$ cat src/seq_stack_map.svh
// Address map, field positions, reset values and timing of the sequence stack
`ifndef SEQ_STACK_MAP_SVH
`define SEQ_STACK_MAP_SVH

// ******************************************************
// Register indices (byte address is four times the index)
// ******************************************************
`define SEQ_IDX_ENTRY_ZERO 6'h20
`define SEQ_IDX_ENTRY_ONE 6'h21
`define SEQ_IDX_ENTRY_TWO 6'h22
`define SEQ_IDX_ENTRY_THREE 6'h23
`define SEQ_IDX_STATUS 6'h30

// ******************************************************
// Byte addresses on the bus
// ******************************************************
`define SEQ_ADDR_ENTRY_BASE 8'h80
`define SEQ_ADDR_STATUS 8'hC0

// ******************************************************
// Field positions inside an entry word
// ******************************************************
`define SEQ_BIT_WRITE_SEL 15
`define SEQ_ADDR_FIELD_MSB 14
`define SEQ_ADDR_FIELD_LSB 9
`define SEQ_BIT_STACK_RETURN 8
`define SEQ_CHAN_B_MSB 7
`define SEQ_CHAN_B_LSB 4
`define SEQ_CHAN_A_MSB 3
`define SEQ_CHAN_A_LSB 0

// ******************************************************
// Reset values
// ******************************************************
`define SEQ_RST_ENTRY_ZERO 16'h4000
`define SEQ_RST_ENTRY_ONE 16'h4211
`define SEQ_RST_ENTRY_TWO 16'h4422
`define SEQ_RST_ENTRY_THREE 16'h4633

// ******************************************************
// Sizes and timing
// ******************************************************
`define SEQ_ENTRY_COUNT 4
`define SEQ_LAST_ENTRY 2'h3
`define SEQ_STORED_BITS 9
`define SEQ_SYNC_STAGES 3
`define SEQ_ANSWER_CYCLES 2

`endif

$ cat src/seq_stack_pkg.sv
// Types shared by the sequence stack files
package seq_stack_pkg;

  // Bus slave states, Gray coded along idle -> fetch -> answer
  typedef enum logic [1:0] {
    ST_IDLE = 2'b00,
    ST_FETCH = 2'b01,
    ST_ANSWER = 2'b11
  } bus_state_t;

  typedef logic [1:0] entry_idx_t;
  typedef logic [8:0] entry_bits_t;

endpackage : seq_stack_pkg

$ cat src/seq_entry_mem.sv
// Storage of the four stack entries with two registered read ports
`timescale 1ns/1ps
`include "seq_stack_map.svh"
module seq_entry_mem
  import seq_stack_pkg::*;
(
  input wire logic ref_clk_i,
  input wire logic rst_n_i,
  input wire logic we_i,
  input wire entry_idx_t wr_idx_i,
  input wire entry_bits_t wr_data_i,
  input wire entry_idx_t rd_idx_i,
  output entry_bits_t rd_data_o,
  input wire entry_idx_t seq_idx_i,
  output entry_bits_t seq_data_o
);

  entry_bits_t mem_r [`SEQ_ENTRY_COUNT];
  entry_bits_t mem_nxt [`SEQ_ENTRY_COUNT];
  entry_bits_t rd_r;
  entry_bits_t rd_nxt;
  entry_bits_t seq_r;
  entry_bits_t seq_nxt;

  function automatic entry_bits_t reset_bits(input int idx);
    logic [15:0] word;
    begin
      case (idx)
        0: word = `SEQ_RST_ENTRY_ZERO;
        1: word = `SEQ_RST_ENTRY_ONE;
        2: word = `SEQ_RST_ENTRY_TWO;
        default: word = `SEQ_RST_ENTRY_THREE;
      endcase
      reset_bits = word[8:0];
    end
  endfunction : reset_bits

  genvar gi;
  generate
    for (gi = 0; gi < `SEQ_ENTRY_COUNT; gi++) begin : g_entry
      always_comb begin
        mem_nxt[gi] = mem_r[gi];
        if (we_i && (wr_idx_i == entry_idx_t'(gi))) begin
          mem_nxt[gi] = wr_data_i;
        end
      end
      always_ff @(posedge ref_clk_i) begin
        if (!rst_n_i) begin
          mem_r[gi] <= reset_bits(gi);
        end else begin
          mem_r[gi] <= mem_nxt[gi];
        end
      end
    end
  endgenerate

  always_comb begin
    rd_nxt = mem_r[rd_idx_i];
    seq_nxt = mem_r[seq_idx_i];
  end

  // Both ports restart on entry zero, the entry the sequencer starts from
  always_ff @(posedge ref_clk_i) begin
    if (!rst_n_i) begin
      rd_r <= reset_bits(0);
      seq_r <= reset_bits(0);
    end else begin
      rd_r <= rd_nxt;
      seq_r <= seq_nxt;
    end
  end

  assign rd_data_o = rd_r;
  assign seq_data_o = seq_r;

endmodule : seq_entry_mem

$ cat src/seq_pin_sync.sv
// Three-stage synchroniser and edge filter for the conversion-done pin
`timescale 1ns/1ps
module seq_pin_sync (
  input wire logic ref_clk_i,
  input wire logic rst_n_i,
  input wire logic pin_i,
  output logic rise_o
);

  logic [2:0] stage_r;
  logic [2:0] stage_nxt;
  logic level_r;
  logic level_nxt;
  logic rise_r;
  logic rise_nxt;

  // Stage 0 feeds stage 1 only; a change counts once stages 1 and 2 agree
  always_comb begin
    stage_nxt = {stage_r[1:0], pin_i};
    level_nxt = level_r;
    rise_nxt = 1'b0;
    if (stage_r[1] == stage_r[2]) begin
      level_nxt = stage_r[2];
      rise_nxt = stage_r[2] & ~level_r;
    end
  end

  always_ff @(posedge ref_clk_i) begin
    if (!rst_n_i) begin
      stage_r <= 3'h0;
      level_r <= 1'b0;
      rise_r <= 1'b0;
    end else begin
      stage_r <= stage_nxt;
      level_r <= level_nxt;
      rise_r <= rise_nxt;
    end
  end

  assign rise_o = rise_r;

endmodule : seq_pin_sync

$ cat src/seq_stack_regs.sv
// Sequence stack entries behind an APB slave, with the stack sequencer
//
// How it works
// Bit 15 set writes entry, clear reads
// Bits 14-9 must hold entry's own address
// Return bit clear: step to next entry
// Return bit set: go back to first
// Bits 7-4 pick converter B channel
// Bits 3-0 pick converter A channel
// Entry one at 0x21, resets 0x4211
// Entry two at 0x22, resets 0x4422
// Entry three at 0x23, resets 0x4633
// Entry zero at 0x20, resets 0x4000
// Next means next address; last wraps
`timescale 1ns/1ps
`include "seq_stack_map.svh"
module seq_stack_regs
  import seq_stack_pkg::*;
(
  input wire logic ref_clk_i,
  input wire logic rst_n_i,
  input wire logic psel_i,
  input wire logic penable_i,
  input wire logic pwrite_i,
  input wire logic [7:0] paddr_i,
  input wire logic [31:0] pwdata_i,
  output logic [31:0] prdata_o,
  output logic pready_o,
  output logic pslverr_o,
  input wire logic conv_done_pin_i,
  output logic [3:0] conv_a_channel_o,
  output logic [3:0] conv_b_channel_o,
  output logic [1:0] active_entry_o
);

  // ******************************************************
  // Bus slave
  // ******************************************************
  bus_state_t state_r;
  bus_state_t state_nxt;
  logic [31:0] prdata_r;
  logic [31:0] prdata_nxt;
  logic pready_r;
  logic pready_nxt;
  logic pslverr_r;
  logic pslverr_nxt;
  logic wr_ok_r;
  logic wr_ok_nxt;
  entry_idx_t active_r;
  entry_idx_t active_nxt;
  entry_bits_t rd_bits;
  entry_bits_t seq_bits;
  entry_idx_t bus_idx;
  logic [5:0] own_addr;
  logic hit_entry;
  logic hit_status;
  logic mem_we;
  logic done_evt;

  assign bus_idx = paddr_i[3:2];
  assign hit_entry = (paddr_i[7:4] == 4'(`SEQ_ADDR_ENTRY_BASE >> 4)) &&
                     (paddr_i[1:0] == 2'h0);
  assign hit_status = (paddr_i == `SEQ_ADDR_STATUS);

  // Address field value each entry answers to
  always_comb begin
    case (bus_idx)
      2'h0: own_addr = `SEQ_IDX_ENTRY_ZERO;
      2'h1: own_addr = `SEQ_IDX_ENTRY_ONE;
      2'h2: own_addr = `SEQ_IDX_ENTRY_TWO;
      default: own_addr = `SEQ_IDX_ENTRY_THREE;
    endcase
  end

  // Read data is fetched in the first access cycle, answered in the second
  always_comb begin
    state_nxt = state_r;
    prdata_nxt = prdata_r;
    pready_nxt = 1'b0;
    pslverr_nxt = 1'b0;
    wr_ok_nxt = 1'b0;
    case (state_r)
      ST_IDLE: begin
        if (psel_i && !penable_i) begin
          state_nxt = ST_FETCH;
        end
      end
      ST_FETCH: begin
        state_nxt = ST_ANSWER;
        pready_nxt = 1'b1;
        prdata_nxt = 32'h0000_0000;
        if (hit_entry) begin
          // The select bit always reads back as zero
          prdata_nxt[`SEQ_ADDR_FIELD_MSB:`SEQ_ADDR_FIELD_LSB] = own_addr;
          prdata_nxt[8:0] = rd_bits;
          if (pwrite_i) begin
            if (pwdata_i[`SEQ_BIT_WRITE_SEL] &&
                (pwdata_i[`SEQ_ADDR_FIELD_MSB:`SEQ_ADDR_FIELD_LSB] ==
                 own_addr)) begin
              wr_ok_nxt = 1'b1;
            end else begin
              pslverr_nxt = 1'b1;
            end
          end
        end else if (hit_status && !pwrite_i) begin
          prdata_nxt[1:0] = active_r;
        end else begin
          pslverr_nxt = 1'b1;
        end
      end
      ST_ANSWER: begin
        state_nxt = ST_IDLE;
      end
      default: begin
        state_nxt = ST_IDLE;
      end
    endcase
  end

  always_ff @(posedge ref_clk_i) begin
    if (!rst_n_i) begin
      state_r <= ST_IDLE;
      prdata_r <= 32'h0000_0000;
      pready_r <= 1'b0;
      pslverr_r <= 1'b0;
      wr_ok_r <= 1'b0;
    end else begin
      state_r <= state_nxt;
      prdata_r <= prdata_nxt;
      pready_r <= pready_nxt;
      pslverr_r <= pslverr_nxt;
      wr_ok_r <= wr_ok_nxt;
    end
  end

  // The write lands on the edge where the master sees pready
  assign mem_we = (state_r == ST_ANSWER) && wr_ok_r;

  // ******************************************************
  // Entry storage and pin input
  // ******************************************************
  seq_entry_mem u_mem (
    .ref_clk_i(ref_clk_i),
    .rst_n_i(rst_n_i),
    .we_i(mem_we),
    .wr_idx_i(bus_idx),
    .wr_data_i(pwdata_i[8:0]),
    .rd_idx_i(bus_idx),
    .rd_data_o(rd_bits),
    .seq_idx_i(active_r),
    .seq_data_o(seq_bits)
  );

  seq_pin_sync u_sync (
    .ref_clk_i(ref_clk_i),
    .rst_n_i(rst_n_i),
    .pin_i(conv_done_pin_i),
    .rise_o(done_evt)
  );

  // ******************************************************
  // Sequencer
  // ******************************************************
  // The active entry's bits lag a step by one cycle; conversions are far
  // longer than that, so a done event never meets stale bits in practice.
  always_comb begin
    active_nxt = active_r;
    if (done_evt) begin
      if (seq_bits[`SEQ_BIT_STACK_RETURN]) begin
        active_nxt = 2'h0;
      end else if (active_r == `SEQ_LAST_ENTRY) begin
        active_nxt = 2'h0;
      end else begin
        active_nxt = active_r + 2'h1;
      end
    end
  end

  always_ff @(posedge ref_clk_i) begin
    if (!rst_n_i) begin
      active_r <= 2'h0;
    end else begin
      active_r <= active_nxt;
    end
  end

  assign prdata_o = prdata_r;
  assign pready_o = pready_r;
  assign pslverr_o = pslverr_r;
  assign conv_a_channel_o = seq_bits[`SEQ_CHAN_A_MSB:`SEQ_CHAN_A_LSB];
  assign conv_b_channel_o = seq_bits[`SEQ_CHAN_B_MSB:`SEQ_CHAN_B_LSB];
  assign active_entry_o = active_r;

  // ******************************************************
  // Assertions
  // ******************************************************
  a_ready_after_two: assert property (
    @(posedge ref_clk_i) disable iff (!rst_n_i)
    (state_r == ST_IDLE && psel_i && !penable_i) |=>
      !pready_o ##1 pready_o ##1 !pready_o)
    else $error("pready not on second access cycle");

  a_unmapped_error: assert property (
    @(posedge ref_clk_i) disable iff (!rst_n_i)
    (state_r == ST_FETCH && !hit_entry && !hit_status) |=> pslverr_o)
    else $error("unmapped address not refused");

  a_select_bit_write: assert property (
    @(posedge ref_clk_i) disable iff (!rst_n_i)
    (state_r == ST_FETCH && hit_entry && pwrite_i &&
     !pwdata_i[`SEQ_BIT_WRITE_SEL]) |=> pslverr_o && pready_o && !mem_we)
    else $error("write without select bit accepted");

  a_addr_field_match: assert property (
    @(posedge ref_clk_i) disable iff (!rst_n_i)
    (state_r == ST_FETCH && hit_entry && pwrite_i &&
     pwdata_i[`SEQ_BIT_WRITE_SEL] &&
     pwdata_i[`SEQ_ADDR_FIELD_MSB:`SEQ_ADDR_FIELD_LSB] == own_addr) |=>
      !pslverr_o && pready_o && mem_we)
    else $error("matching write not performed");

  a_step_next: assert property (
    @(posedge ref_clk_i) disable iff (!rst_n_i)
    (done_evt && !seq_bits[`SEQ_BIT_STACK_RETURN] &&
     active_r != `SEQ_LAST_ENTRY) |=>
      active_entry_o == $past(active_r) + 2'h1)
    else $error("sequencer did not step forward");

  a_return_first: assert property (
    @(posedge ref_clk_i) disable iff (!rst_n_i)
    (done_evt && seq_bits[`SEQ_BIT_STACK_RETURN]) |=>
      active_entry_o == 2'h0)
    else $error("sequencer did not return to first entry");

  a_wrap_last: assert property (
    @(posedge ref_clk_i) disable iff (!rst_n_i)
    (done_evt && active_r == `SEQ_LAST_ENTRY) |=> active_entry_o == 2'h0)
    else $error("sequencer did not wrap after last entry");

  a_reset_start: assert property (
    @(posedge ref_clk_i) disable iff (!rst_n_i)
    !$past(rst_n_i) |->
      active_entry_o == 2'h0 && conv_a_channel_o == 4'h0 &&
      conv_b_channel_o == 4'h0)
    else $error("sequencer not on entry zero after reset");

  a_hold_no_event: assert property (
    @(posedge ref_clk_i) disable iff (!rst_n_i)
    !done_evt |=> $stable(active_entry_o))
    else $error("active entry moved without a done event");

  a_read_own_field: assert property (
    @(posedge ref_clk_i) disable iff (!rst_n_i)
    (state_r == ST_FETCH && hit_entry) |=>
      !prdata_o[`SEQ_BIT_WRITE_SEL] &&
      prdata_o[`SEQ_ADDR_FIELD_MSB:`SEQ_ADDR_FIELD_LSB] == $past(own_addr))
    else $error("entry read without its own address field");

  a_unmapped_zero: assert property (
    @(posedge ref_clk_i) disable iff (!rst_n_i)
    (state_r == ST_FETCH && !hit_entry && !hit_status) |=>
      prdata_o == 32'h0000_0000)
    else $error("unmapped address returned data");

  a_status_no_write: assert property (
    @(posedge ref_clk_i) disable iff (!rst_n_i)
    (state_r == ST_FETCH && hit_status && pwrite_i) |=>
      pslverr_o && pready_o && !mem_we)
    else $error("write to status register accepted");

  a_status_active: assert property (
    @(posedge ref_clk_i) disable iff (!rst_n_i)
    (state_r == ST_FETCH && hit_status && !pwrite_i) |=>
      !pslverr_o && prdata_o == {30'h0000_0000, $past(active_r)})
    else $error("status read did not show the active entry");

  a_addr_mismatch: assert property (
    @(posedge ref_clk_i) disable iff (!rst_n_i)
    (state_r == ST_FETCH && hit_entry && pwrite_i &&
     pwdata_i[`SEQ_BIT_WRITE_SEL] &&
     pwdata_i[`SEQ_ADDR_FIELD_MSB:`SEQ_ADDR_FIELD_LSB] != own_addr) |=>
      pslverr_o && pready_o && !mem_we)
    else $error("write with a foreign address field accepted");

  a_error_has_ready: assert property (
    @(posedge ref_clk_i) disable iff (!rst_n_i)
    pslverr_o |-> pready_o)
    else $error("error flag raised outside an answer");

  a_done_single: assert property (
    @(posedge ref_clk_i) disable iff (!rst_n_i)
    done_evt |=> !done_evt)
    else $error("one pin pulse made two done events");

  // The new word reaches the channel outputs one edge after it lands
  a_chan_a_write: assert property (
    @(posedge ref_clk_i) disable iff (!rst_n_i)
    (mem_we && bus_idx == active_r && !done_evt) |-> ##2
      conv_a_channel_o ==
        $past(pwdata_i[`SEQ_CHAN_A_MSB:`SEQ_CHAN_A_LSB], 2))
    else $error("write to active entry missed channel A");

  a_chan_b_write: assert property (
    @(posedge ref_clk_i) disable iff (!rst_n_i)
    (mem_we && bus_idx == active_r && !done_evt) |-> ##2
      conv_b_channel_o ==
        $past(pwdata_i[`SEQ_CHAN_B_MSB:`SEQ_CHAN_B_LSB], 2))
    else $error("write to active entry missed channel B");

endmodule : seq_stack_regs

$ cat config.mk
export PLATFORM = sky130hd
export DESIGN_NAME = seq_stack_regs
export DESIGN_NICKNAME = d
export VERILOG_FILES = /design/src/seq_stack_pkg.sv /design/src/seq_entry_mem.sv /design/src/seq_pin_sync.sv /design/src/seq_stack_regs.sv
export VERILOG_INCLUDE_DIRS = /design/src /design/src/src
export SDC_FILE = /design/constraint.sdc
export NUM_CORES = 1
export LEC_CHECK = 0
export BUFFER_PORTS_ARGS = -buffer_cell sky130_fd_sc_hd__buf_2
export CORE_ASPECT_RATIO = 1.2
export CORE_MARGIN = 2
export CORE_UTILIZATION = 41
export DETAILED_ROUTE_END_ITERATION = 12
export GPL_TIMING_DRIVEN = 0
export PLACE_DENSITY_LB_ADDON = 0.05
export SETUP_SLACK_MARGIN = 0.5
export SYNTH_ARGS = -nofsm -noshare
export SYNTH_HDL_FRONTEND = slang
export SYNTH_HIERARCHICAL = 1
export SYNTH_SLANG_ARGS = --single-unit
$ cat constraint.sdc
create_clock -name ref_clk_i -period 2.3 [get_ports ref_clk_i]
set_clock_uncertainty 0.1 [all_clocks]
set_input_delay 0.345 -clock ref_clk_i [delete_from_list [all_inputs] [get_ports ref_clk_i]]
set_output_delay 0.345 -clock ref_clk_i [all_outputs]
set_load 0.01 [all_outputs]
==> Word level (Yosys, flattened, before mapping) <==
Memory sizes are Yosys's and may differ from the RTL's. A register that Yosys moved wholly into a read port is not among the register bits.
Cells that the tools add are included.
{ "classes": {"muxes": 24, "n_bitwise": 6, "reduce_logical": 23, "addsub": 1, "n_eq_ne": 15} }
{ "op_table": {"columns": ["op", "count"], "rows": [
  ["$mux 9", 8],
  ["$mux 13", 1],
  ["$reduce_and 2->1", 6],
  ["$mux 2", 5],
  ["$logic_and 1x1->1", 9],
  ["$eq 2x2->1 const B", 4],
  ["$eq 8x8->1 const B", 1],
  ["$mux 1", 8],
  ["$eq 6x6->1", 1],
  ["$logic_not 2->1", 3],
  ["$pmux 2 s3", 1],
  ["$eq 2x1->1 const B", 2],
  ["$eq 4x4->1 const B", 1],
  ["$logic_not 1->1", 4],
  ["$ne 1x1->1 const B", 4],
  ["$or 1x1->1", 4],
  ["$pmux 2 s2", 1],
  ["$reduce_and 4->1", 1],
  ["$add 2x1->2 const B", 1],
  ["$ne 2x2->1 const B", 1],
  ["$and 1x1->1", 1],
  ["$eq 1x1->1", 1],
  ["$not 1->1", 1]
]} }
{ "word_totals": {"out_inout_bits": 44, "ramBits": 36, "ff_bits": 27, "word_cells": 79, "inputBits": 46, "mem_count": 1} }
{ "mem_list": {"columns": ["name", "words", "width", "read_ports", "rd_clocked_by_memory_dff", "wr", "line", "text"], "rows": [
  ["u_mem.mem_r", 4, 9, 2, 2, 4, "seq_entry_mem.sv:18", "entry_bits_t mem_r [`SEQ_ENTRY_COUNT];"]
]} }

==> Depth between registers and ports, before layout <==
Gate-level depths: netlist (run 1).
{ "logic_depth": {"word_depth": 7, "depth_mapped": 6, "mapped_depth_nobuf": 5} }

==> Modules after synthesis <==
Netlist (run 1), hierarchy kept.
{ "modules_own_cells": {"columns": ["mod", "area_each_um2", "n_inst", "cells_per_inst", "seq_area_each_um2"], "rows": [
  ["seq_entry_mem", 2336.0, 1, 169, 1441.4],
  ["seq_stack_regs", 932.1, 1, 101, 380.4],
  ["seq_pin_sync", 148.9, 1, 12, 100.1]
]} }

==> Least setup slack after synthesis (run 1) <==
No wires, ideal clock.
{ "synth_timing": {"path_kind": "reg-to-reg", "start": "reg state_r[0]", "end": "mem u_mem/mem_r[0][0] in the netlist's numbering (enable)", "synth_period_minus_slack_ns": 1.858, "t_arrival_ns": 1.370, "stages_incl_launch_ff": 4, "setup_slack_ns": 0.442, "n_path_buf": 0, "setup_time_ns": 0.387, "required_ns": 1.813, "path_cell_list": "dfxtp_1 > and3_1 > nand2b_1 > o21ai_0"} }
{ "synth_rtl": {"columns": ["item", "line", "text"], "rows": [
  ["from (decl)", "seq_stack_regs.sv:39", "bus_state_t state_r;"],
  ["from (signal assigned)", "seq_stack_regs.sv:128", "state_r <= state_nxt;"],
  ["to (decl)", "seq_entry_mem.sv:18", null]
]} }

==> results of run 1 <==
per-stage QoR:
stage / hold slack [ps] / std cells / setup WS, ps / TNS (ps) / util [%]
finish: 113 / 467 / 496 / 0 / 51.4
detailed placement: 339 / 451 / 244 / 0 / 48.0
global route: 115 / 467 / 438 / 0 / 51.4
global placement: 330 / 449 / -392 / -8730 / 47.8
CTS: 97.5 / 467 / 510 / 0 / 51.2
floorplan: 314 / 301 / 442 / 0 / -
worst register-to-register path, cell delays in order (launching register included):
cell	delay [ps]
dfxtp_1	400
and3_1	300
nand2b_1	140
o21ai_2	510
what timing repair did:
| action | 4_1_cts | 5_1_grt |
|---|---|---|
| setup buffers | 0 | 0 |
| resized for setup | 4 | 2 |
| setup endpoints to repair | 29 | 29 |
| cloned | 0 | 0 |
| endpoints found under the hold margin | 0 | 0 |
| hold buffers | 0 | 0 |
area by class of cell:
| class | count | area [um2] | share of cell area [%] |
|---|---|---|---|
| timing repair buffer | 55 | 284 | 6.81 |
| tap | 95 | 119 | 2.85 |
| sequential | 78 | 1920 | 46.1 |
| clock buffer | 10 | 149 | 3.57 |
| multi-input combinational | 183 | 1300 | 31.2 |
| buffer | 34 | 274 | 6.57 |
| inverter | 6 | 22.5 | 0.540 |
| clock inverter | 6 | 97.6 | 2.34 |
worst paths after layout:
kind                                     start                              end  slack (ps)  depth (start not counted)
hold / removal                 conv_done_pin_i     u_sync/stage_r[0]$_SDFF_PN0_         110                          2
hold reg to reg   u_sync/stage_r[0]$_SDFF_PN0_     u_sync/stage_r[1]$_SDFF_PN0_         350                          1
setup / recovery       state_r[0]$_SDFFE_PN0P_  u_mem/mem_r[0][0]$_SDFFCE_PN0P_         500                          3
setup reg to reg       state_r[0]$_SDFFE_PN0P_  u_mem/mem_r[0][0]$_SDFFCE_PN0P_         500                          3
power breakdown:
| part | leakage [nW] | internal, mW | switching (mW) |
|---|---|---|---|
| Clock | 0.125 | 0.694 | 0.534 |
| Combinational | 0.955 | 0.0969 | 0.119 |
| Sequential | 0.687 | 1.49 | 0.0159 |
| Total | 1.77 | 2.28 | 0.669 |
layout by cell type (no fill, tap or decap), types with 2 or more instances in the layout:
cell / instances
buf_2: 55
dfxtp_1: 42
mux2i_1: 37
edfxtp_1: 36
and2_1: 29
buf_4: 24
conb_1: 20
o22ai_1: 18
nand2b_1: 12
nor2_1: 11
a22oi_1: 9
clkbuf_8: 9
nand2_1: 6
inv_1: 5
a21oi_1: 4
buf_6: 4
and3_1: 3
nor3_1: 3
and4b_1: 3
clkbuf_1: 2
nor4_1: 2
xnor2_1: 2
a221o_1: 2
inv_6: 2
bufinv_16: 2
o21ai_2: 2
o21ai_4: 2
clkbuf_2: 2
buf_12: 2
and2_2: 2
flip-flops by register name, indices dropped and copies added, names as in the netlist:
signal,flops
pready_o,1
state_r,2
pslverr_o,1
u_mem/mem_r,36
active_entry_o,2
prdata_o,12
u_sync/level_r,1
u_sync/rise_o,1
u_sync/stage_r,3
u_mem/rd_data_o,9
wr_ok_r,1
u_mem/seq_data_o,9
routing by layer:
metal / global-route usage, % / part of all wire (%)
met4: 11.5 / 3.9
met1: 20.4 / 42
met3: 2.78 / 5.9
met5: 0 / 0
met2: 26.1 / 48
logic make-up (layout without fill, tap and decap cells):
| kind of cell | count (synthesis) | in the layout | share of synthesized area [%] |
|---|---|---|---|
| AO/OA/AOI/OAI | 40 | 40 | 7.65 |
| XOR/XNOR | 2 | 2 | 0.513 |
| adder cells (fa/ha/maj) | 1 | 1 | 0.366 |
| buffers and inverters | 40 | 111 | 8.68 |
| flip-flops | 78 | 78 | 56.2 |
| multiplexers | 37 | 37 | 10.8 |
| other | 1 | 20 | 0.110 |
| AND/OR/NAND/NOR | 83 | 83 | 15.6 |
==> impl_metrics.csv, run 1 <==
group,metric,value,unit
floorplan,core-area,0.00811,mm2
final_layout,antenna_cells,0,
routing,drt_iter0_drc,66,
synth,synth.distinct_cells,42,
routing,vias_per_cell,4.87,
cts,cts_buffers,9,
worst_setup_path,cp_slowest_stage_delay,510,ps
power_and_ir_drop,irDropWorstVdd,0.281,mV
sta,setup_viol,0,
sta,max_freq,554,MHz
synth,ys_seq_elements,78,
floorplan,die_h,104,um
worst_setup_path,path_max_fanout,9,
final_layout,syn_to_final_growth,22.0,%
synth,yosysWarnings,6,
flow_run,max_cap_violations,0,
worst_setup_path,slowest_stage,"o21ai_2",
worst_setup_path,path_class,"flip-flop to flip-flop",
cts,cts-root-buf,"clkbuf_8",
global_routing,grt_remaining_overflow,0,
routing,num_vias,2275,
global_routing,grt_pass1_vias,2164,
final_layout,drive_gt1_share,31.2,%
sta,worst_slew_pin_slew,616,ps
sta,grt_setup_unrepaired,"true",
synth,synth.top_cells.by_count,"dfxtp_1, mux2i_1, edfxtp_1, and2_1, buf_4",
synth,syn_avg_cell_area,12.1,um2
placed_design,gp_congestion,0.750,
synth,synthFlopType,"dfxtp_1",
synth,yosysSeqAreaShare,56.2,%
worst_setup_path,path_cells,"and3_1 -> nand2b_1 -> o21ai_2",
floorplan,die_area,0.00908,mm2
placed_design,dp_hpwl,4860,um
synth,synth_area_leaders,"edfxtp_1, dfxtp_1, mux2i_1",
synth,yosys.area.top_type,"edfxtp_1",
global_routing,grt.total_usage,16.6,%
sta,period_share,78.4,%
worst_setup_path,path_delay_family,"compound AO/OA/AOI/OAI gates",
sta,finalCriticalPeriod,1800,ps
global_routing,grt_first_pass_wirelength,11200,um
placed_design,place_area,0.00389,mm2
cts,clk_pin_slew_worst_paths,80,ps
cts,htree_levels,3,
cts,cts.path.max_buffers,2,
routing,wire_per_inst,15.3,um
synth,synth_area,0.00342,mm2
synth,synthArstFlopShare,0,%
routing,ant_nets,0,
worst_setup_path,start_kind,"flip-flop",
min_path,hp-class,"primary input to flip-flop",
sta,max_slew_margin,59.0,%
power_and_ir_drop,p_total,2.94,mW
cts,insertion_delay,350,ps
global_routing,antenna_found_initial,0,
power_and_ir_drop,powerDensity,707,mW/mm2
cts,cts_tree,"done",
worst_setup_path,end_kind,"flip-flop",
sta,finalHoldViolCount,0,
synth,synthCells,282,
routing,drc,0,
synth,synth.most_common_cell,"dfxtp_1",
placed_design,portBuffers,53,
floorplan,ioPinCount,90,
routing,firstDrtPassIters,4,
synth,synth-edff-count,36,
synth,synth_top_area_share,31.6,%
final_layout,fillers,757,
floorplan,die_x,87.3,um
floorplan,start_util,42.1,%
worst_setup_path,crit_required,2200,ps
worst_setup_path,crit_arrival,1700,ps
global_routing,grt_start_max_net_pins,16,
worst_setup_path,crit_buf_inv,0,
power_and_ir_drop,leakagePower,1.77,nW
final_layout,fin_nets,414,
sta,slew_viol_final,0,
floorplan,num_rows,36,
routing,drt_wl_total,7170,um
outcome,status,"finished clean",
cts,cts_sinks,78,
final_layout,final_area,0.00417,mm2
Note: power is estimated with default switching activity, not from simulation.
==> run 2, diff against run 1 <==
==> constraint.sdc (replaced) <==
create_clock -name ref_clk_i -period 1.5 [get_ports ref_clk_i]
set_clock_uncertainty 0.1 [all_clocks]
set_input_delay 0.225 -clock ref_clk_i [delete_from_list [all_inputs] [get_ports ref_clk_i]]
set_output_delay 0.225 -clock ref_clk_i [all_outputs]
set_load 0.01 [all_outputs]
==> run 2 against run 1 <==
  * Power grew 45%
  * Final cell count grew 6.0%
  * Largest power group unchanged
  * Non-clock buffer count grew 27
  * Final area grew 16%
  * Routed wire length grew 13%
  * Count of clock-buffer cells in the layout is the same
==> impl_metrics.csv, run 2 (synthesized netlist as in run 1, its figures left out) <==
group,metric,value,unit
outcome,status,"finished clean",
sta,finalCriticalPeriod,1430,ps
sta,setup_viol,0,
cts,cts.path.max_buffers,2,
final_layout,final_cells,495,
floorplan,ioPinCount,90,
global_routing,grt_start_max_net_pins,15,
cts,clk_pin_slew_worst_paths,90,ps
final_layout,syn_to_final_growth,41.3,%
cts,cts-root-buf,"clkbuf_8",
worst_setup_path,cp_slowest_stage_delay,360,ps
worst_setup_path,r2r-end,"u_mem/mem_r[0][1]$_SDFFCE_PN0P_",
global_routing,antenna_found_initial,0,
routing,drt_wl_total,8110,um
cts,insertion_delay,350,ps
final_layout,mostFrequentLayoutCells,"buf_4, edfxtp_1, mux2i_1, buf_2, buf_6",
cts,cts_buffers,9,
worst_setup_path,worstReg2RegStart,"state_r[0]$_SDFFE_PN0P_",
floorplan,die_x,87.3,um
worst_setup_path,start_kind,"flip-flop",
sta,finalWorstSetupSlack,73.3,ps
placed_design,place_ws,-48.7,ps
sta,grt_setup_unrepaired,"true",
sta,period_share,95.1,%
power_and_ir_drop,powerDensity,883,mW/mm2
global_routing,grt_remaining_overflow,0,
floorplan,die_h,104,um
final_layout,fillers,657,
worst_setup_path,crit_required,1460,ps
flow_run,max_cap_violations,0,
final_layout,layout_commonest_cell,"buf_4",
routing,ant_nets,0,
worst_setup_path,reg2reg_slack,70,ps
routing,num_vias,2442,
placed_design,gp_congestion,0.703,
routing,drt_iter0_drc,83,
placed_design,place_inst,449,
worst_setup_path,path_class,"flip-flop to flip-flop",
worst_setup_path,end_kind,"flip-flop",
routing,firstDrtPassIters,4,
min_path,hp-start,"pwdata_i[4]",
final_layout,fin_nets,442,
power_and_ir_drop,leakagePower,2.00,nW
worst_setup_path,r2r_cells,4,
sta,max_freq,701,MHz
worst_setup_path,path_cells,"and3_4 -> nand2b_4 -> o21ai_4 -> buf_12",
cts,htree_levels,3,
cts,cts_sinks,78,
floorplan,core-area,0.00811,mm2
final_layout,top_register,"u_mem/mem_r",
placed_design,dp_hpwl,4920,um
cts,cts_tree,"done",
final_layout,antenna_cells,0,
routing,drc,0,
worst_setup_path,crit_end,"u_mem/mem_r[0][1]$_SDFFCE_PN0P_",
placed_design,portBuffers,53,
worst_setup_path,crit_path_start,"state_r[0]$_SDFFE_PN0P_",
routing,vias_per_cell,4.93,
power_and_ir_drop,irDropWorstVdd,0.571,mV
final_layout,drive_gt1_share,49.5,%
global_routing,grt_first_pass_wirelength,12400,um
global_routing,grt.total_usage,18.3,%
sta,slew_viol_final,0,
worst_setup_path,slowest_stage,"dfxtp_2",
floorplan,die_area,0.00908,mm2
worst_setup_path,path_max_fanout,9,
floorplan,num_rows,36,
routing,wire_per_inst,16.4,um
min_path,hp-class,"primary input to flip-flop",
final_layout,largest_reg_flops,36,
sta,finalHoldViolCount,0,
floorplan,start_util,42.1,%
worst_setup_path,crit_arrival,1380,ps
global_routing,grt_pass1_vias,2412,
[run 2: cell count changes in the layout (fill, tap and decap cells not counted), moves of 6 or more]
cell	previous run	this run
buf_12	2	8
dfxtp_1	42	22
a22oi_2	0	9
and2_1	29	23
buf_2	55	34
dfxtp_2	0	18
and2_4	1	7
buf_6	4	29
a22oi_1	9	0
buf_4	24	37
[run 2: metal layers]
layer	share of wire [%]	global-route usage, %
met5	0	0
met1	41	20.4
met2	54	33.2
met4	1.7	6.59
met3	3.7	4.29
[run 2: final cells by class]
cell class	count	area [um2]	share of cell area (%)
inverters	6	25.0	0.518
clock inverters	6	62.6	1.30
multi-input cells	184	1510	31.2
clock buffers	10	128	2.64
plain buffers	34	325	6.74
repair buffers	82	711	14.7
flip-flops and latches	78	1950	40.4
well taps	95	119	2.46
[run 2: how the worst min path moves through the flow]
stage                                                  to  slack [ps]  cells past startpoint
after global placement            state_r[0]$_SDFFE_PN0P_         310                      1
after CTS                              wr_ok_r$_SDFF_PN0_          30                      3
after global routing      u_mem/mem_r[1][4]$_SDFFCE_PN1P_          70                      2
after detailed placement          state_r[0]$_SDFFE_PN0P_         310                      1
after floorplan            active_entry_o[1]$_SDFFE_PN0P_         260                      2
final                     u_mem/mem_r[1][4]$_SDFFCE_PN1P_          70                      2
[run 2: report_power, final]
group | internal (mW) | total [mW] | switching [mW]
Clock | 0.768 | 1.54 | 0.769
Combinational | 0.206 | 0.419 | 0.213
Sequential | 2.28 | 2.31 | 0.0306
[run 2: per-stage QoR]
| step | power, mW | utilization, % | cell area (um2) | hold WS [ps] | TNS [ps] |
|---|---|---|---|---|---|
| global placement | 2.68 | 49.1 | 3980 | 314 | -1010 |
| CTS | 4.28 | 57.9 | 4690 | 28.0 | 0 |
| detailed placement | 2.69 | 49.1 | 3980 | 315 | -1360 |
| global route | 4.43 | 59.6 | 4830 | 71.3 | 0 |
| floorplan | 2.56 | - | 3600 | 255 | 0 |
| finish | 4.26 | 59.6 | 4830 | 67.0 | 0 |
[run 2: timing repair]
action,CTS,global route
endpoints found under the setup margin,132,132
resized for setup,62,31
pin swaps,8,4
gates cloned,3,0
setup buffers,23,3
hold buffers,1,0
hold endpoints to repair,1,0
[run 2: worst max-delay path: cells and delay by family, from the launching register on]
| family | cells | cell delay [ps] |
|---|---|---|
| buffers and inverters | 1 | 150 |
| AOI/OAI and AO/OA | 1 | 160 |
| and+or+nand+nor | 2 | 360 |
| DFF | 1 | 360 |
==> run 3, diff against run 2 <==
--- a/config.mk
+++ b/config.mk
@@ -6,10 +6,11 @@
 export SDC_FILE = /design/constraint.sdc
 export NUM_CORES = 1
 export LEC_CHECK = 0
+export ABC_AREA = 1
 export BUFFER_PORTS_ARGS = -buffer_cell sky130_fd_sc_hd__buf_2
 export CORE_ASPECT_RATIO = 1.2
 export CORE_MARGIN = 2
-export CORE_UTILIZATION = 41
+export CORE_UTILIZATION = 40
 export DETAILED_ROUTE_END_ITERATION = 12
 export GPL_TIMING_DRIVEN = 0
 export PLACE_DENSITY_LB_ADDON = 0.05
==> run 3 against run 2 <==
  * Via count up 29%
  * Die area rose by 9.0%
  * Critical path depth is 2 higher
  * Sequential power about the same
  * Final area grew 16%
  * Global-route usage increased by 0.94 points
  * Synthesized cell count increased by 60%
  * Worst setup slack worse by 17 ps
  * Sequential share of layout area down 5.4 points
  * Combinational power increased by 15%
  * Highest routed layer unchanged
==> impl_metrics.csv, run 3 <==
group,metric,value,unit
power_and_ir_drop,powerDensity,800,mW/mm2
sta,period_share,96.2,%
synth,yosysSeqAreaShare,52.7,%
floorplan,start_util,40.8,%
synth,synthArstFlopShare,0,%
worst_setup_path,slowest_stage,"dfxtp_2",
cts,cts_sinks,78,
worst_setup_path,crit_buf_inv,3,
worst_setup_path,path_delay_family,"simple AND/OR/NAND/NOR gates",
placed_design,dp_hpwl,6120,um
final_layout,drive_gt1_share,51.2,%
worst_setup_path,crit_required,1470,ps
synth,synth_area_leaders,"edfxtp_1, dfxtp_1, nand2_1",
worst_setup_path,path_max_fanout,4,
synth,synth.top_cells.by_count,"nand2_1, inv_1, nand3_1, dfxtp_1, nor2_1",
floorplan,core-area,0.00894,mm2
synth,synth_area,0.00365,mm2
final_layout,fin_nets,618,
power_and_ir_drop,leakagePower,2.50,nW
placed_design,gp_congestion,0.839,
synth,ys_seq_elements,78,
sta,setup_viol,0,
synth,yosys.area.top_type,"edfxtp_1",
floorplan,die_h,109,um
routing,drt_wl_total,9580,um
global_routing,grt_pass1_vias,3050,
sta,max_freq,693,MHz
synth,yosysWarnings,6,
routing,firstDrtPassIters,4,
cts,cts_tree,"done",
min_path,hp-class,"primary input to flip-flop",
synth,synthCells,451,
cts,cts_buffers,9,
final_layout,top_register,"u_mem/mem_r",
floorplan,ioPinCount,90,
cts,cts-root-buf,"clkbuf_8",
routing,drt_iter0_drc,131,
synth,synth_top_area_share,29.6,%
global_routing,grt_remaining_overflow,0,
sta,grt_setup_unrepaired,"true",
routing,drc,0,
sta,finalHoldViolCount,0,
floorplan,die_x,91.2,um
final_layout,fillers,793,
final_layout,layout_commonest_cell,"nand2_1",
worst_setup_path,cp_slowest_stage_delay,350,ps
placed_design,place_inst,643,
worst_setup_path,path_class,"flip-flop to flip-flop",
floorplan,die_area,0.00990,mm2
final_layout,largest_reg_flops,36,
routing,num_vias,3140,
worst_setup_path,start_kind,"flip-flop",
sta,fin_tns_setup,0,ps
placed_design,portBuffers,53,
sta,whs,60.4,ps
outcome,status,"finished clean",
cts,cts.path.max_buffers,2,
synth,synth.distinct_cells,25,
routing,vias_per_cell,4.51,
sta,finalCriticalPeriod,1440,ps
flow_run,max_cap_violations,0,
cts,clk_pin_slew_worst_paths,80,ps
routing,wire_per_inst,13.8,um
global_routing,antenna_found_initial,0,
final_layout,mostFrequentLayoutCells,"nand2_1, inv_1, buf_6, edfxtp_1, nand2_2",
final_layout,antenna_cells,0,
synth,synth-edff-count,36,
final_layout,syn_to_final_growth,52.9,%
final_layout,final_cells,696,
synth,synthFlopType,"dfxtp_1",
sta,slew_viol_final,0,
synth,synth.most_common_cell,"nand2_1",
worst_setup_path,end_kind,"flip-flop",
worst_setup_path,crit_arrival,1410,ps
routing,ant_nets,0,
worst_setup_path,path_cells,"inv_4 -> nor2_4 -> buf_6 -> nand3_4 -> buf_12 -> nand2_4",
global_routing,grt.total_usage,19.3,%
global_routing,grt_first_pass_wirelength,14600,um
floorplan,num_rows,38,
synth,syn_avg_cell_area,8.09,um2
cts,insertion_delay,360,ps
cts,htree_levels,3,
global_routing,grt_start_max_net_pins,17,
power_and_ir_drop,irDropWorstVdd,0.430,mV
-- run 3: cell count changes after synthesis, sizes merged, moves of 9 or more --
| cell | change |
|---|---|
| nand2 | +123 |
| inv | +65 |
| nand3 | +47 |
| nor2 | +40 |
| mux2i | -37 |
| and2 | -32 |
| a21oi | +28 |
| o22ai | -18 |
| nand2b | -13 |
| a22oi | -9 |
-- run 3: power by group --
part | total (mW) | switching (mW) | internal [mW]
sequential | 2.30 | 0.0221 | 2.27
clock | 1.69 | 0.741 | 0.944
combinational | 0.481 | 0.293 | 0.188
-- run 3: worst min-delay path: stages --
cell and delay (ps):
buf_2 80, a21oi_1 50, nor3_1 110
-- run 3: cell families after synthesis --
group | Yosys count | share of synthesized area [%]
DFF | 78 | 52.7
and+or+nand+nor | 232 | 27.8
AOI/OAI and AO/OA | 34 | 4.87
buffers and inverters | 105 | 14.2
other | 1 | 0.103
adders and majority gates | 1 | 0.343
-- run 3: path summary, 6_finish.rpt --
check	start	end	slack, ps	cells after the start
max	state_r[0]$_SDFFE_PN0P_	u_mem/mem_r[3][6]$_SDFFCE_PN0P_	60	6
min	psel_i	state_r[0]$_SDFFE_PN0P_	60	3
max reg2reg	state_r[0]$_SDFFE_PN0P_	u_mem/mem_r[3][6]$_SDFFCE_PN0P_	60	6
min reg2reg	u_sync/stage_r[0]$_SDFF_PN0_	u_sync/stage_r[1]$_SDFF_PN0_	320	2
-- run 3: area by class of cell --
| type | count | area (um2) | share of cell area [%] |
|---|---|---|---|
| buffer | 32 | 289 | 5.18 |
| clock buffer | 15 | 220 | 3.95 |
| clock inverter | 1 | 5.00 | 0.0897 |
| inverter | 73 | 315 | 5.65 |
| multi-input combinational | 291 | 1860 | 33.4 |
| sequential | 78 | 1950 | 35.0 |
| tap | 120 | 150 | 2.69 |
| timing repair buffer | 86 | 785 | 14.1 |
-- run 3: per-layer routing --
layer  vias up  wire length, um  GRT usage [%]  share of wire (%)
li1       1620                -              -                  -
met1      1416             3910           21.4                 41
met2        88             5120           35.8                 53
met3        16              365           3.87                3.8
met4         0              185           8.55                1.9
met5         -                0              0                  0
-- run 3: repair_timing --
item / CTS / global route
endpoints found under the hold margin: 1 / 0
endpoints found under the setup margin: 131 / 132
buffers inserted: 22 / 6
pin swaps: 32 / 32
hold buffers: 1 / 0
resized for setup: 127 / 87
gates cloned: 7 / 1
-- run 3: stage by stage --
step	setup slack (ps)	total power, mW	instance area [um2]	utilization [%]
after floorplan	251	2.59	3790	-
after global placement	19.4	2.71	4200	47.0
after detailed placement	40.7	2.71	4200	47.0
after CTS	107	4.45	5210	58.3
after global routing	34.7	4.65	5580	62.4
final	56.7	4.46	5580	62.4
